$ cat config.mk
export PLATFORM = sky130hd
export DESIGN_NAME = pm_core_end_flat
export DESIGN_NICKNAME = d
export VERILOG_FILES = /design/src/hdl/pm_pkg.sv /design/src/hdl/pm_link.sv /design/src/hdl/pm_core_end.sv /design/src/flat_wrapper.sv
export SDC_FILE = /design/constraint.sdc
export NUM_CORES = 1
export LEC_CHECK = 0
export BUFFER_PORTS_ARGS = -buffer_cell sky130_fd_sc_hd__buf_2
export CAP_MARGIN = 25
export CORE_UTILIZATION = 40
export DETAILED_ROUTE_END_ITERATION = 12
export GPL_TIMING_DRIVEN = 0
export HOLD_SLACK_MARGIN = 0.12
export PLACE_DENSITY_LB_ADDON = 0.2
export SETUP_SLACK_MARGIN = 0.4
export SLEW_MARGIN = 20
export SYNTH_ARGS = -nofsm -noshare
export SYNTH_HDL_FRONTEND = slang
export SYNTH_SLANG_ARGS = --single-unit
$ cat constraint.sdc
create_clock -name clk -period 2.33 [get_ports clk]
set_input_delay 0.3495 -clock clk [delete_from_list [all_inputs] [get_ports clk]]
set_output_delay 0.3495 -clock clk [all_outputs]
set_load 0.01 [all_outputs]
$ cat src/hdl/pm_pkg.sv
// Purpose: Shared constants and types for the stop/wait mode controller
// Assumes: One clock domain; both ends on the same clk
// Notes: Link select codes address the device's own registers
package pm_pkg;
  // Device registers reached over the link
  localparam logic [1:0] SEL_THRESHOLD = 2'h0;
  localparam logic [1:0] SEL_CLKMODE1 = 2'h1;
  localparam logic [1:0] SEL_PROTECT = 2'h2;
  localparam int CM1_STOP_BIT = 0;
  localparam int PROTECT_CLK_BIT = 0;
  localparam logic [2:0] THRESHOLD_RESET = 3'h7;
  // Prefetch and instruction-slot counts
  localparam logic [1:0] PREFETCH_LAG = 2'h3;
  localparam logic [2:0] NOP_MIN = 3'h4;
  localparam logic [5:0] DUMMY_VECTOR = 6'h3f;
  // Core-end register offsets (AXI4-Lite, byte addresses)
  localparam logic [7:0] OFF_CTRL = 8'h00;
  localparam logic [7:0] OFF_LEVELS = 8'h04;
  localparam logic [7:0] OFF_IRQ = 8'h08;
  localparam logic [7:0] OFF_STATUS = 8'h0c;
  // Field positions
  localparam int CTRL_WAIT_BIT = 0;
  localparam int CTRL_STOP_BIT = 1;
  localparam int LV_WAKE_LSB = 0;
  localparam int LV_OTHER_LSB = 4;
  localparam int LV_IPL_LSB = 8;
  localparam int IRQ_WAKE_BIT = 0;
  localparam int IRQ_OTHER_BIT = 1;
  localparam int IRQ_NMI_BIT = 2;
  localparam logic [10:0] LEVELS_RESET = 11'h000;
  localparam logic [1:0] RESP_OKAY = 2'h0;
  localparam logic [1:0] RESP_SLVERR = 2'h2;

  typedef enum logic [1:0] {
    MODE_RUN = 2'b00,
    MODE_DRAIN = 2'b01,
    MODE_LOW = 2'b11
  } mode_t;

  typedef enum logic [3:0] {
    ST_IDLE = 4'b0000,
    ST_PRIO = 4'b0001,
    ST_IPL = 4'b0011,
    ST_THR = 4'b0010,
    ST_IFLAG = 4'b0110,
    ST_DUMMY = 4'b0111,
    ST_UNLOCK = 4'b0101,
    ST_ENTER = 4'b0100,
    ST_JUMP = 4'b1100,
    ST_NOPS = 4'b1101,
    ST_SLEEP = 4'b1111,
    ST_RESTORE = 4'b1110,
    ST_RELOCK = 4'b1010
  } core_state_t;
endpackage
$ cat src/hdl/pm_link.sv
// Purpose: Link between core/interrupt controller and the mode controller
// Assumes: Both ends run on the same clk
// Notes: All signals are registered by their driver
`timescale 1ns/100ps
interface pm_link;
  logic regWr;
  logic [1:0] regSel;
  logic [7:0] regData;
  logic waitInstr;
  logic [2:0] processor_priority_level;
  logic iFlag;
  logic irqPend;
  logic [2:0] irqLevel;
  logic nmiPend;
  logic dummyInt;
  logic [2:0] threshold;
  logic coreHalted;
  logic wakeEvt;
  logic wokeNmi;
  logic [1:0] lowMode;

  modport device_mp (
    input regWr, regSel, regData, waitInstr, processor_priority_level, iFlag, irqPend, irqLevel,
    input nmiPend, dummyInt,
    output threshold, coreHalted, wakeEvt, wokeNmi, lowMode
  );
  modport core_mp (
    output regWr, regSel, regData, waitInstr, processor_priority_level, iFlag, irqPend, irqLevel,
    output nmiPend, dummyInt,
    input threshold, coreHalted, wakeEvt, wokeNmi, lowMode
  );
endinterface

$ cat src/hdl/pm_core_end.sv
// Purpose: Core and interrupt controller end of the low-power link
// Assumes: Software drives it over AXI4-Lite; same clk as the device
// Notes: Runs the entry, prefetch guard and exit sequence in hardware
//
// The AXI4-Lite interface to the registers and the register offsets were decided locally.
`timescale 1ns/100ps
module pm_core_end
  import pm_pkg::*;
(
  input wire logic clk,
  input wire logic rstn,
  pm_link.core_mp lnk,
  input wire logic [7:0] awaddr,
  input wire logic awvalid,
  output logic awready,
  input wire logic [31:0] wdata,
  input wire logic [3:0] wstrb,
  input wire logic wvalid,
  output logic wready,
  output logic [1:0] bresp,
  output logic bvalid,
  input wire logic bready,
  input wire logic [7:0] araddr,
  input wire logic arvalid,
  output logic arready,
  output logic [31:0] rdata,
  output logic [1:0] rresp,
  output logic rvalid,
  input wire logic rready
);
  core_state_t state;
  logic [7:0] awAddr;
  logic [31:0] wData;
  logic [3:0] wStrb;
  logic [10:0] levels;
  logic [1:0] irqReq;
  logic [2:0] nopCnt, prioWake, prioOther;
  logic [5:0] lastVector;
  logic awHeld, wHeld, wrFire, goStop, woke, orderOk, cmdWait, cmdStop;

  // Address decode shared by both channels
  function automatic logic isMapped(input logic [7:0] a);
    return a == OFF_CTRL || a == OFF_LEVELS || a == OFF_IRQ || a == OFF_STATUS;
  endfunction

  assign wrFire = awHeld && wHeld && !bvalid;
  assign cmdWait = wrFire && awAddr == OFF_CTRL && wStrb[0] && wData[CTRL_WAIT_BIT];
  assign cmdStop = wrFire && awAddr == OFF_CTRL && wStrb[0] && wData[CTRL_STOP_BIT];
  // Waking level strictly above the level, non-waking at or below
  assign orderOk = prioWake > lnk.processor_priority_level && lnk.processor_priority_level >= prioOther;

  // AXI write address, data and response channels
  always_ff @(posedge clk or negedge rstn) begin
    if (!rstn) begin
      awready <= 1'b1;
      wready <= 1'b1;
      awHeld <= 1'b0;
      wHeld <= 1'b0;
      awAddr <= 8'h00;
      wData <= 32'h0;
      wStrb <= 4'h0;
      bvalid <= 1'b0;
      bresp <= RESP_OKAY;
    end else begin
      if (awvalid && awready) begin
        awAddr <= awaddr;
        awHeld <= 1'b1;
        awready <= 1'b0;
      end
      if (wvalid && wready) begin
        wData <= wdata;
        wStrb <= wstrb;
        wHeld <= 1'b1;
        wready <= 1'b0;
      end
      if (wrFire) begin
        bvalid <= 1'b1;
        bresp <= isMapped(awAddr) ? RESP_OKAY : RESP_SLVERR;
        awHeld <= 1'b0;
        wHeld <= 1'b0;
      end
      if (bvalid && bready) begin
        bvalid <= 1'b0;
        awready <= 1'b1;
        wready <= 1'b1;
      end
    end
  end

  // AXI read channel
  always_ff @(posedge clk or negedge rstn) begin
    if (!rstn) begin
      arready <= 1'b1;
      rvalid <= 1'b0;
      rdata <= 32'h0;
      rresp <= RESP_OKAY;
    end else if (arvalid && arready) begin
      arready <= 1'b0;
      rvalid <= 1'b1;
      rresp <= isMapped(araddr) ? RESP_OKAY : RESP_SLVERR;
      if (araddr == OFF_LEVELS) begin
        rdata <= {21'h0, levels};
      end else if (araddr == OFF_IRQ) begin
        rdata <= {30'h0, irqReq};
      end else if (araddr == OFF_STATUS) begin
        rdata <= {10'h0, lastVector, 1'b0, orderOk, lnk.lowMode, 1'b0,
                  lnk.threshold, state != ST_IDLE, lnk.wokeNmi,
                  lnk.coreHalted, 1'b0, state};
      end else begin
        rdata <= 32'h0;
      end
    end else if (rvalid && rready) begin
      rvalid <= 1'b0;
      arready <= 1'b1;
    end
  end

  // Software-held levels and interrupt requests
  always_ff @(posedge clk or negedge rstn) begin
    if (!rstn) begin
      levels <= LEVELS_RESET;
      irqReq <= 2'b00;
      lnk.nmiPend <= 1'b0;
    end else begin
      lnk.nmiPend <= wrFire && awAddr == OFF_IRQ && wStrb[0] && wData[IRQ_NMI_BIT];
      if (wrFire && awAddr == OFF_LEVELS && wStrb[0]) begin
        levels[7:0] <= wData[7:0]; // Byte lane 0: both priorities
      end
      if (wrFire && awAddr == OFF_LEVELS && wStrb[1]) begin
        levels[10:8] <= wData[10:8]; // Byte lane 1: processor level
      end
      if (wrFire && awAddr == OFF_IRQ && wStrb[0]) begin
        irqReq <= {wData[IRQ_OTHER_BIT], wData[IRQ_WAKE_BIT]};
      end
    end
  end

  // Interrupt controller: highest pending level goes to the device
  always_ff @(posedge clk or negedge rstn) begin
    if (!rstn) begin
      lnk.irqPend <= 1'b0;
      lnk.irqLevel <= 3'h0;
    end else begin
      lnk.irqPend <= |irqReq;
      if (irqReq[0] && (!irqReq[1] || prioWake >= prioOther)) begin
        lnk.irqLevel <= prioWake;
      end else if (irqReq[1]) begin
        lnk.irqLevel <= prioOther;
      end else begin
        lnk.irqLevel <= 3'h0;
      end
    end
  end

  // Entry and exit sequencer
  always_ff @(posedge clk or negedge rstn) begin
    if (!rstn) begin
      state <= ST_IDLE;
      goStop <= 1'b0;
      woke <= 1'b0;
      nopCnt <= 3'h0;
      prioWake <= 3'h0;
      prioOther <= 3'h0;
      lastVector <= 6'h00;
      lnk.processor_priority_level <= 3'h0;
      lnk.iFlag <= 1'b0;
      lnk.regWr <= 1'b0;
      lnk.regSel <= SEL_THRESHOLD;
      lnk.regData <= 8'h00;
      lnk.waitInstr <= 1'b0;
      lnk.dummyInt <= 1'b0;
    end else begin
      lnk.regWr <= 1'b0;
      lnk.waitInstr <= 1'b0;
      lnk.dummyInt <= 1'b0;
      if (lnk.wakeEvt) begin
        woke <= 1'b1;
      end
      case (state)
        ST_IDLE: begin
          woke <= 1'b0;
          nopCnt <= 3'h0;
          if (cmdWait || cmdStop) begin
            goStop <= cmdStop;
            state <= ST_PRIO;
          end
        end
        ST_PRIO: begin
          prioWake <= levels[LV_WAKE_LSB +: 3];
          state <= ST_IPL;
        end
        ST_IPL: begin
          prioOther <= levels[LV_OTHER_LSB +: 3];
          lnk.processor_priority_level <= levels[LV_IPL_LSB +: 3];
          state <= ST_THR;
        end
        ST_THR: begin
          lnk.regWr <= 1'b1;
          lnk.regSel <= SEL_THRESHOLD;
          lnk.regData <= {5'h00, lnk.processor_priority_level};
          state <= ST_IFLAG;
        end
        ST_IFLAG: begin
          lnk.iFlag <= 1'b1;
          state <= (goStop && lnk.wokeNmi) ? ST_DUMMY : (goStop ? ST_UNLOCK : ST_ENTER);
        end
        ST_DUMMY: begin
          lnk.dummyInt <= 1'b1;
          lastVector <= DUMMY_VECTOR;
          state <= ST_UNLOCK;
        end
        ST_UNLOCK: begin
          lnk.regWr <= 1'b1;
          lnk.regSel <= SEL_PROTECT;
          lnk.regData <= 8'h01;
          state <= ST_ENTER;
        end
        ST_ENTER: begin
          if (goStop) begin
            lnk.regWr <= 1'b1;
            lnk.regSel <= SEL_CLKMODE1;
            lnk.regData <= 8'h01;
            state <= ST_JUMP;
          end else begin
            lnk.waitInstr <= 1'b1;
            state <= ST_NOPS;
          end
        end
        ST_JUMP: begin
          state <= ST_NOPS;
        end
        ST_NOPS: begin
          // No-op slots only retire while the core is running
          if (!lnk.coreHalted) begin
            nopCnt <= nopCnt + 3'h1;
          end
          if (nopCnt == NOP_MIN - 3'h1 && !lnk.coreHalted) begin
            state <= (woke || lnk.wakeEvt) ? ST_RESTORE : ST_SLEEP;
          end
        end
        ST_SLEEP: begin
          if (lnk.wakeEvt) begin
            state <= ST_RESTORE;
          end
        end
        ST_RESTORE: begin
          lnk.regWr <= 1'b1;
          lnk.regSel <= SEL_THRESHOLD;
          lnk.regData <= {5'h00, THRESHOLD_RESET};
          state <= goStop ? ST_RELOCK : ST_IDLE;
        end
        ST_RELOCK: begin
          lnk.regWr <= 1'b1;
          lnk.regSel <= SEL_PROTECT;
          lnk.regData <= 8'h00;
          state <= ST_IDLE;
        end
        default: begin
          state <= ST_IDLE;
        end
      endcase
    end
  end
endmodule // pm_core_end

$ cat src/flat_wrapper.sv
// flat-port wrapper written by rule: the top's interface ports become plain ports
module pm_core_end_flat import pm_pkg::*;
  (clk, rstn, awaddr, awvalid, awready, wdata, wstrb, wvalid, wready, bresp, bvalid, bready, araddr, arvalid, arready, rdata, rresp, rvalid, rready, lnk_regWr, lnk_regSel, lnk_regData, lnk_waitInstr, lnk_processor_priority_level, lnk_iFlag, lnk_irqPend, lnk_irqLevel, lnk_nmiPend, lnk_dummyInt, lnk_threshold, lnk_coreHalted, lnk_wakeEvt, lnk_wokeNmi, lnk_lowMode);
  pm_link lnk_i ();
  input wire logic clk;
  input wire logic rstn;
  input wire logic [7:0] awaddr;
  input wire logic awvalid;
  output logic awready;
  input wire logic [31:0] wdata;
  input wire logic [3:0] wstrb;
  input wire logic wvalid;
  output logic wready;
  output logic [1:0] bresp;
  output logic bvalid;
  input wire logic bready;
  input wire logic [7:0] araddr;
  input wire logic arvalid;
  output logic arready;
  output logic [31:0] rdata;
  output logic [1:0] rresp;
  output logic rvalid;
  input wire logic rready;
  output wire logic [$bits(lnk_i.regWr)-1:0] lnk_regWr;
  output wire logic [$bits(lnk_i.regSel)-1:0] lnk_regSel;
  output wire logic [$bits(lnk_i.regData)-1:0] lnk_regData;
  output wire logic [$bits(lnk_i.waitInstr)-1:0] lnk_waitInstr;
  output wire logic [$bits(lnk_i.processor_priority_level)-1:0] lnk_processor_priority_level;
  output wire logic [$bits(lnk_i.iFlag)-1:0] lnk_iFlag;
  output wire logic [$bits(lnk_i.irqPend)-1:0] lnk_irqPend;
  output wire logic [$bits(lnk_i.irqLevel)-1:0] lnk_irqLevel;
  output wire logic [$bits(lnk_i.nmiPend)-1:0] lnk_nmiPend;
  output wire logic [$bits(lnk_i.dummyInt)-1:0] lnk_dummyInt;
  input wire logic [$bits(lnk_i.threshold)-1:0] lnk_threshold;
  input wire logic [$bits(lnk_i.coreHalted)-1:0] lnk_coreHalted;
  input wire logic [$bits(lnk_i.wakeEvt)-1:0] lnk_wakeEvt;
  input wire logic [$bits(lnk_i.wokeNmi)-1:0] lnk_wokeNmi;
  input wire logic [$bits(lnk_i.lowMode)-1:0] lnk_lowMode;
  assign lnk_regWr = lnk_i.regWr;
  assign lnk_regSel = lnk_i.regSel;
  assign lnk_regData = lnk_i.regData;
  assign lnk_waitInstr = lnk_i.waitInstr;
  assign lnk_processor_priority_level = lnk_i.processor_priority_level;
  assign lnk_iFlag = lnk_i.iFlag;
  assign lnk_irqPend = lnk_i.irqPend;
  assign lnk_irqLevel = lnk_i.irqLevel;
  assign lnk_nmiPend = lnk_i.nmiPend;
  assign lnk_dummyInt = lnk_i.dummyInt;
  assign lnk_i.threshold = lnk_threshold;
  assign lnk_i.coreHalted = lnk_coreHalted;
  assign lnk_i.wakeEvt = lnk_wakeEvt;
  assign lnk_i.wokeNmi = lnk_wokeNmi;
  assign lnk_i.lowMode = lnk_lowMode;
  pm_core_end u_core (.clk(clk), .rstn(rstn), .lnk(lnk_i), .awaddr(awaddr), .awvalid(awvalid), .awready(awready), .wdata(wdata), .wstrb(wstrb), .wvalid(wvalid), .wready(wready), .bresp(bresp), .bvalid(bvalid), .bready(bready), .araddr(araddr), .arvalid(arvalid), .arready(arready), .rdata(rdata), .rresp(rresp), .rvalid(rvalid), .rready(rready));
endmodule
== Word-level counts from Yosys, hierarchy flattened ==
Index checks and enable logic that the tools add are counted.
Storage, ports and cells
  register bits after elaboration: 115
  input bits: 67
  output and inout bits: 63
  logic and storage cells: 160
Operators by class
  add/subtract/negate cells: 1
  $lt $le $gt $ge: 3
  eq/ne operators: 24
  muxes and demuxes: 43
  reductions and logical operators: 56
Operators by type and width (number)
  $mux W32: 2
  $pmux W4 S12: 1
  $pmux W8 S5: 1
  $eq A8 B4 Y1 const B: 4
  $mux W1: 23
  $mux W22: 1
  $logic_and A1 B1 Y1: 21
  $eq A4 B4 Y1 const B: 5
  $mux W4: 5
  $eq A4 B3 Y1 const B: 4
  $eq A8 B3 Y1 const B: 2
  $logic_not A8 Y1: 2
  $reduce_bool A2 Y1: 8
  $logic_or A1 B1 Y1: 9
  $mux W3: 3
  $eq A4 B2 Y1 const B: 2
  $mux W8: 1
  $reduce_and A2 Y1: 4
  $ge A3 B3 Y1: 2
  $mux W2: 3
  $ne A2 B1 Y1 const B: 3
  $pmux W2 S3: 1
  $pmux W3 S2: 1
  $reduce_or A2 Y1: 3
  other kinds (13): 16

== Depth between registers and ports, before layout ==
  depth after elaboration: 8
  depth in mapped cells: 6
  depth with buffers taken out: 6

== Worst setup path before layout ==
OpenSTA, ideal clock, no wires.
  kind: reg2reg
  from: reg u_core.awAddr[1]
  to: reg u_core.irqReq[0]
  setup time: 125 ps
  data arrival time: 1837 ps
  data required time: 2205 ps
  setup slack: 368 ps
  cell stages (with the launch flop): 5
  path buffers: 0
  period minus slack after synthesis: 1962 ps
  cells stage by stage: dfrtp_1 or4_4 or4_1 nor3_2 mux2_2
On the way
  longest elaborated chain between the ends: 3
RTL lines
  start, declared: RTL line pm_core_end.sv:32  | logic [7:0] awAddr;
  start signal, assigned: RTL line pm_core_end.sv:66  | awAddr <= awaddr;
  $eq A8 B4 Y1: RTL line pm_core_end.sv:132  | if (wrFire && awAddr == OFF_IRQ && wStrb[0]) begin
  $logic_and A1 B1 Y1 (2 in series): RTL line pm_core_end.sv:132
  end signal, assigned: RTL line pm_core_end.sv:133  | irqReq <= {wData[IRQ_OTHER_BIT], wData[IRQ_WAKE_BIT]};
  end, declared: RTL line pm_core_end.sv:36  | logic [1:0] irqReq;
No other way between the ends.
A chain may end at the register's enable or synchronous reset.

== Final worst setup path ==
  from: reg u_core.awAddr[1]
  to: reg u_core.irqReq[1]
The elaborated chain is that of the path after synthesis.

==> results.md <==
- Max H-tree Level: 3
- Fraction of final layout cells sized beyond drive strength 1: 0.357
- Routed Antenna Nets: 0
- Final period demand of the worst path: approximately 2 ns
- Wire length of the first global-routing pass: around 15000 um
- Critical Path Slowest Stage Cell: sky130_fd_sc_hd__or4_4
- Max Freq: between 0.4 and 0.5 GHz
- Mean Syn Cell Area: around 11 um^2
- Unique cell type count in the Yosys netlist: 40
- Via/cell ratio: 4.87
- Sequence of cells on the critical path: or4_4, or4_4, nor3_4, mux2_4
- Sum of routed wire length over all layers: 9110 um
- Total leakage power: 2.50 nW
- R2R cell count: 4
- N_diodes: 0
- Cell depth of the worst min-delay path: 2
- Worst path most repeated cell: sky130_fd_sc_hd__or4_4
- Cts bufs inserted: 9
- Sequential area share after synthesis: 0.543
- Cell total after placement: 631
- RR Endpoint: u_core.irqReq[1]$_DFFE_PN0N_
- Class of the tightest hold or removal check: primary input to flip-flop
- Post-Syn Area: between 4000 and 5000 um^2
- Final routed DRC violation total: 0
- Slew at the pin with the worst max-slew slack: between 0.5 and 0.6 ns
- Share of flip-flops with an asynchronous set or reset after synthesis: 1.00
- Kind of critical path: flip-flop to flip-flop
- Worst Setup End Kind: flip-flop
- Final Hold Violating Endpoints: 0
- Die Footprint: between 10000 and 15000 um^2
- Via count of the first global-routing pass: 3085
- Cell type with the highest aggregate area in the netlist: sky130_fd_sc_hd__dfrtp_1
- Worst reg2reg setup slack: about 0.32 ns
- Area Growth Syn to Fin: 23.2%
- Starting Density: 0.409
- Clock tree from TritonCTS: yes
- Cell count after synthesis: between 300 and 400
- Overall fraction of global-route tracks in use: 0.181
- Most common flop cell mapped by yosys: sky130_fd_sc_hd__dfrtp_1
- Number of failing setup endpoints in the final timing report: 0
- Flip-flop and latch count after synthesis: 91
- Number of standard cells in the layout, taps in and fillers out: between 600 and 700
- Area share of the largest cell type after synthesis: 0.524
- Residual overflow from global routing: 0
- Ratio of final minimum period to clock period: 0.862
- Number of antenna violations at the first check in global routing: 0
- Post-detail-place hpwl: slightly below 7000 um
- Final weighted congestion in routability-driven placement: approximately 0.8
- Status: completed
- Skew final: about 0.0095 ns
- Number of standard-cell rows in the floorplan: 37
- Dominant cell by count in the synthesized netlist: sky130_fd_sc_hd__dfrtp_1
- Maximum buffer depth of the clock tree: 2
- Clock sinks: 91
- Pwr Density: 943 nW/um^2
- Vias after detailed routing: between 3000 and 4000
- Ranking of synthesized cells by area: sky130_fd_sc_hd__dfrtp_1, sky130_fd_sc_hd__mux2_2, sky130_fd_sc_hd__o21ai_0
- Max-slew headroom: 0.623
- Initial DRT Pass Iterations: 4
- Core area: 10300 um^2
- Worst path arrival time: 2.25 ns
- Root Buffer Master: sky130_fd_sc_hd__clkbuf_8
- Origin of the critical flop-to-flop path: u_core.awAddr[1]$_DFFE_PN0P_
- Leading cell types by count after synthesis: sky130_fd_sc_hd__dfrtp_1, sky130_fd_sc_hd__nand2_1, sky130_fd_sc_hd__o21ai_0
- Worst supply voltage drop on vdd: around 0.5 mV
- Count of boundary I/O pins: 130
- Maximum number of pins on one net before global-route repair: 75
- Routed wire per std cell: 14.1 um
- Worst-path clk slew: roughly 0.10 ns
- Height of the die: 105 um
- Hold path startpoint: arvalid
- Crit Path Max Fanout: 3
- Hold-critical path endpoint: u_core.arready$_DFFE_PN1P_
- Iteration-0 DRC count of the detailed router: between 150 and 200
- Maximum Capacitance Violations: 0
- Startpoint type of the worst setup path: flip-flop
- RSZ-0062 raised after global routing: yes
- Number of synthesized flops with an enable pin: 0
- Die width: approximately 100 um
- Final Net Count: slightly below 600
- TNS Setup: 0 ns
- Count of input and output buffers: 87
- Warnings, synthesis: 0
- Worst skew pair latency: approximately 0.35 ns
- Largest stage delay on the critical path: approximately 0.56 ns
- Required time reported for the critical path endpoint: about 2.6 ns
- Final Max Tran Viols: 0
cell usage in the layout (no fill, tap or decap), types with 12 or more instances in the layout:
cell type	Yosys	final
sky130_fd_sc_hd__a22oi_1	13	13
sky130_fd_sc_hd__buf_2	1	87
sky130_fd_sc_hd__buf_4	24	24
sky130_fd_sc_hd__clkbuf_1	13	12
sky130_fd_sc_hd__conb_1	1	19
sky130_fd_sc_hd__dfrtp_1	88	88
sky130_fd_sc_hd__inv_1	15	15
sky130_fd_sc_hd__mux2_2	37	35
sky130_fd_sc_hd__nand2_1	51	51
sky130_fd_sc_hd__nor2_1	17	17
sky130_fd_sc_hd__o21ai_0	41	41
metrics by stage:
stage	power [mW]	util	hold slack (ns)	setup WS, ns	instance area (um^2)
after global routing	5.24	0.504	0.135	0.262	5180
after floorplan	3.21	-	0.0539	0.415	4270
after detailed placement	3.69	0.478	0.198	0.272	4910
final	4.89	0.504	0.160	0.322	5180
after global placement	3.62	0.475	0.456	0.0491	4880
after CTS	4.93	0.503	0.152	0.336	5170
area by class of cell:
class / instances / area (um^2)
Clock inverter: 7 / 98.8
Clock buffer: 9 / 124
Inverter: 15 / 56.3
Tap cell: 136 / 170
Timing Repair Buffer: 89 / 479
Multi-Input combinational cell: 262 / 1730
Sequential cell: 91 / 2280
Buffer: 39 / 239
Fill cell: 968 / 5100
critical path, delay by kind of cell, from the launching register on:
family,cells,cell delay [ns]
multiplexers,1,0.32
flip-flops,1,0.39
AND/OR/NAND/NOR,3,1.19
metal layers:
| layer | wire length (um) | global-route usage |
|---|---|---|
| met5 | 0 | 0 |
| met4 | 136 | 0.0633 |
| met3 | 332 | 0.0282 |
| met2 | 4370 | 0.296 |
| met1 | 4270 | 0.245 |
power breakdown:
part	internal [mW]	switching (mW)
Combinational	0.634	0.783
Sequential	1.99	0.279
Clock	0.614	0.587
state kept, by name, indices dropped and copies added (netlist names), 3 cells and up:
signal and cells:
u_core.prioOther 3, u_core.nopCnt 3, u_core.lnk.regData 3, u_core.wData 11, u_core.lnk.irqLevel 3, u_core.rdata 15, u_core.lnk.processor_priority_level 3, u_core.awAddr 8
u_core.prioWake 3, u_core.levels 11, u_core.state 4
cell families after synthesis:
logic type / Yosys count / share of synthesized area
muxes: 44 / 0.116
DFF: 91 / 0.543
xor gates and xnor gates: 1 / 0.00208
adders and majority gates: 11 / 0.0327
and+or+nand+nor: 111 / 0.130
buffers and inverters: 54 / 0.0699
AOI/OAI and AO/OA: 76 / 0.106
other: 1 / 0.000892
worst max-delay path by stage:
stage / startpoint / end / slack [ns]
3_5_place_dp: araddr[1] / u_core.rdata[10]$_DFFE_PN0P_ / 0.27
2_1_floorplan: u_core.awAddr[1]$_DFFE_PN0P_ / u_core.irqReq[0]$_DFFE_PN0N_ / 0.42
6_report: u_core.awAddr[1]$_DFFE_PN0P_ / u_core.irqReq[1]$_DFFE_PN0N_ / 0.32
5_1_grt: u_core.awAddr[1]$_DFFE_PN0P_ / u_core.irqReq[0]$_DFFE_PN0N_ / 0.26
4_1_cts: u_core.awAddr[1]$_DFFE_PN0P_ / u_core.irqReq[1]$_DFFE_PN0N_ / 0.34
3_3_place_gp: rstn / u_core.awAddr[4]$_DFFE_PN0P_ / 0.05
what timing repair did:
item	CTS	global route
pin swaps	1	0
setup endpoints to repair	11	15
resized for setup	7	1
setup buffers	0	0
endpoints found under the hold margin	17	0
hold buffers	1	0
No activity file was read; power rests on OpenSTA's default activity.
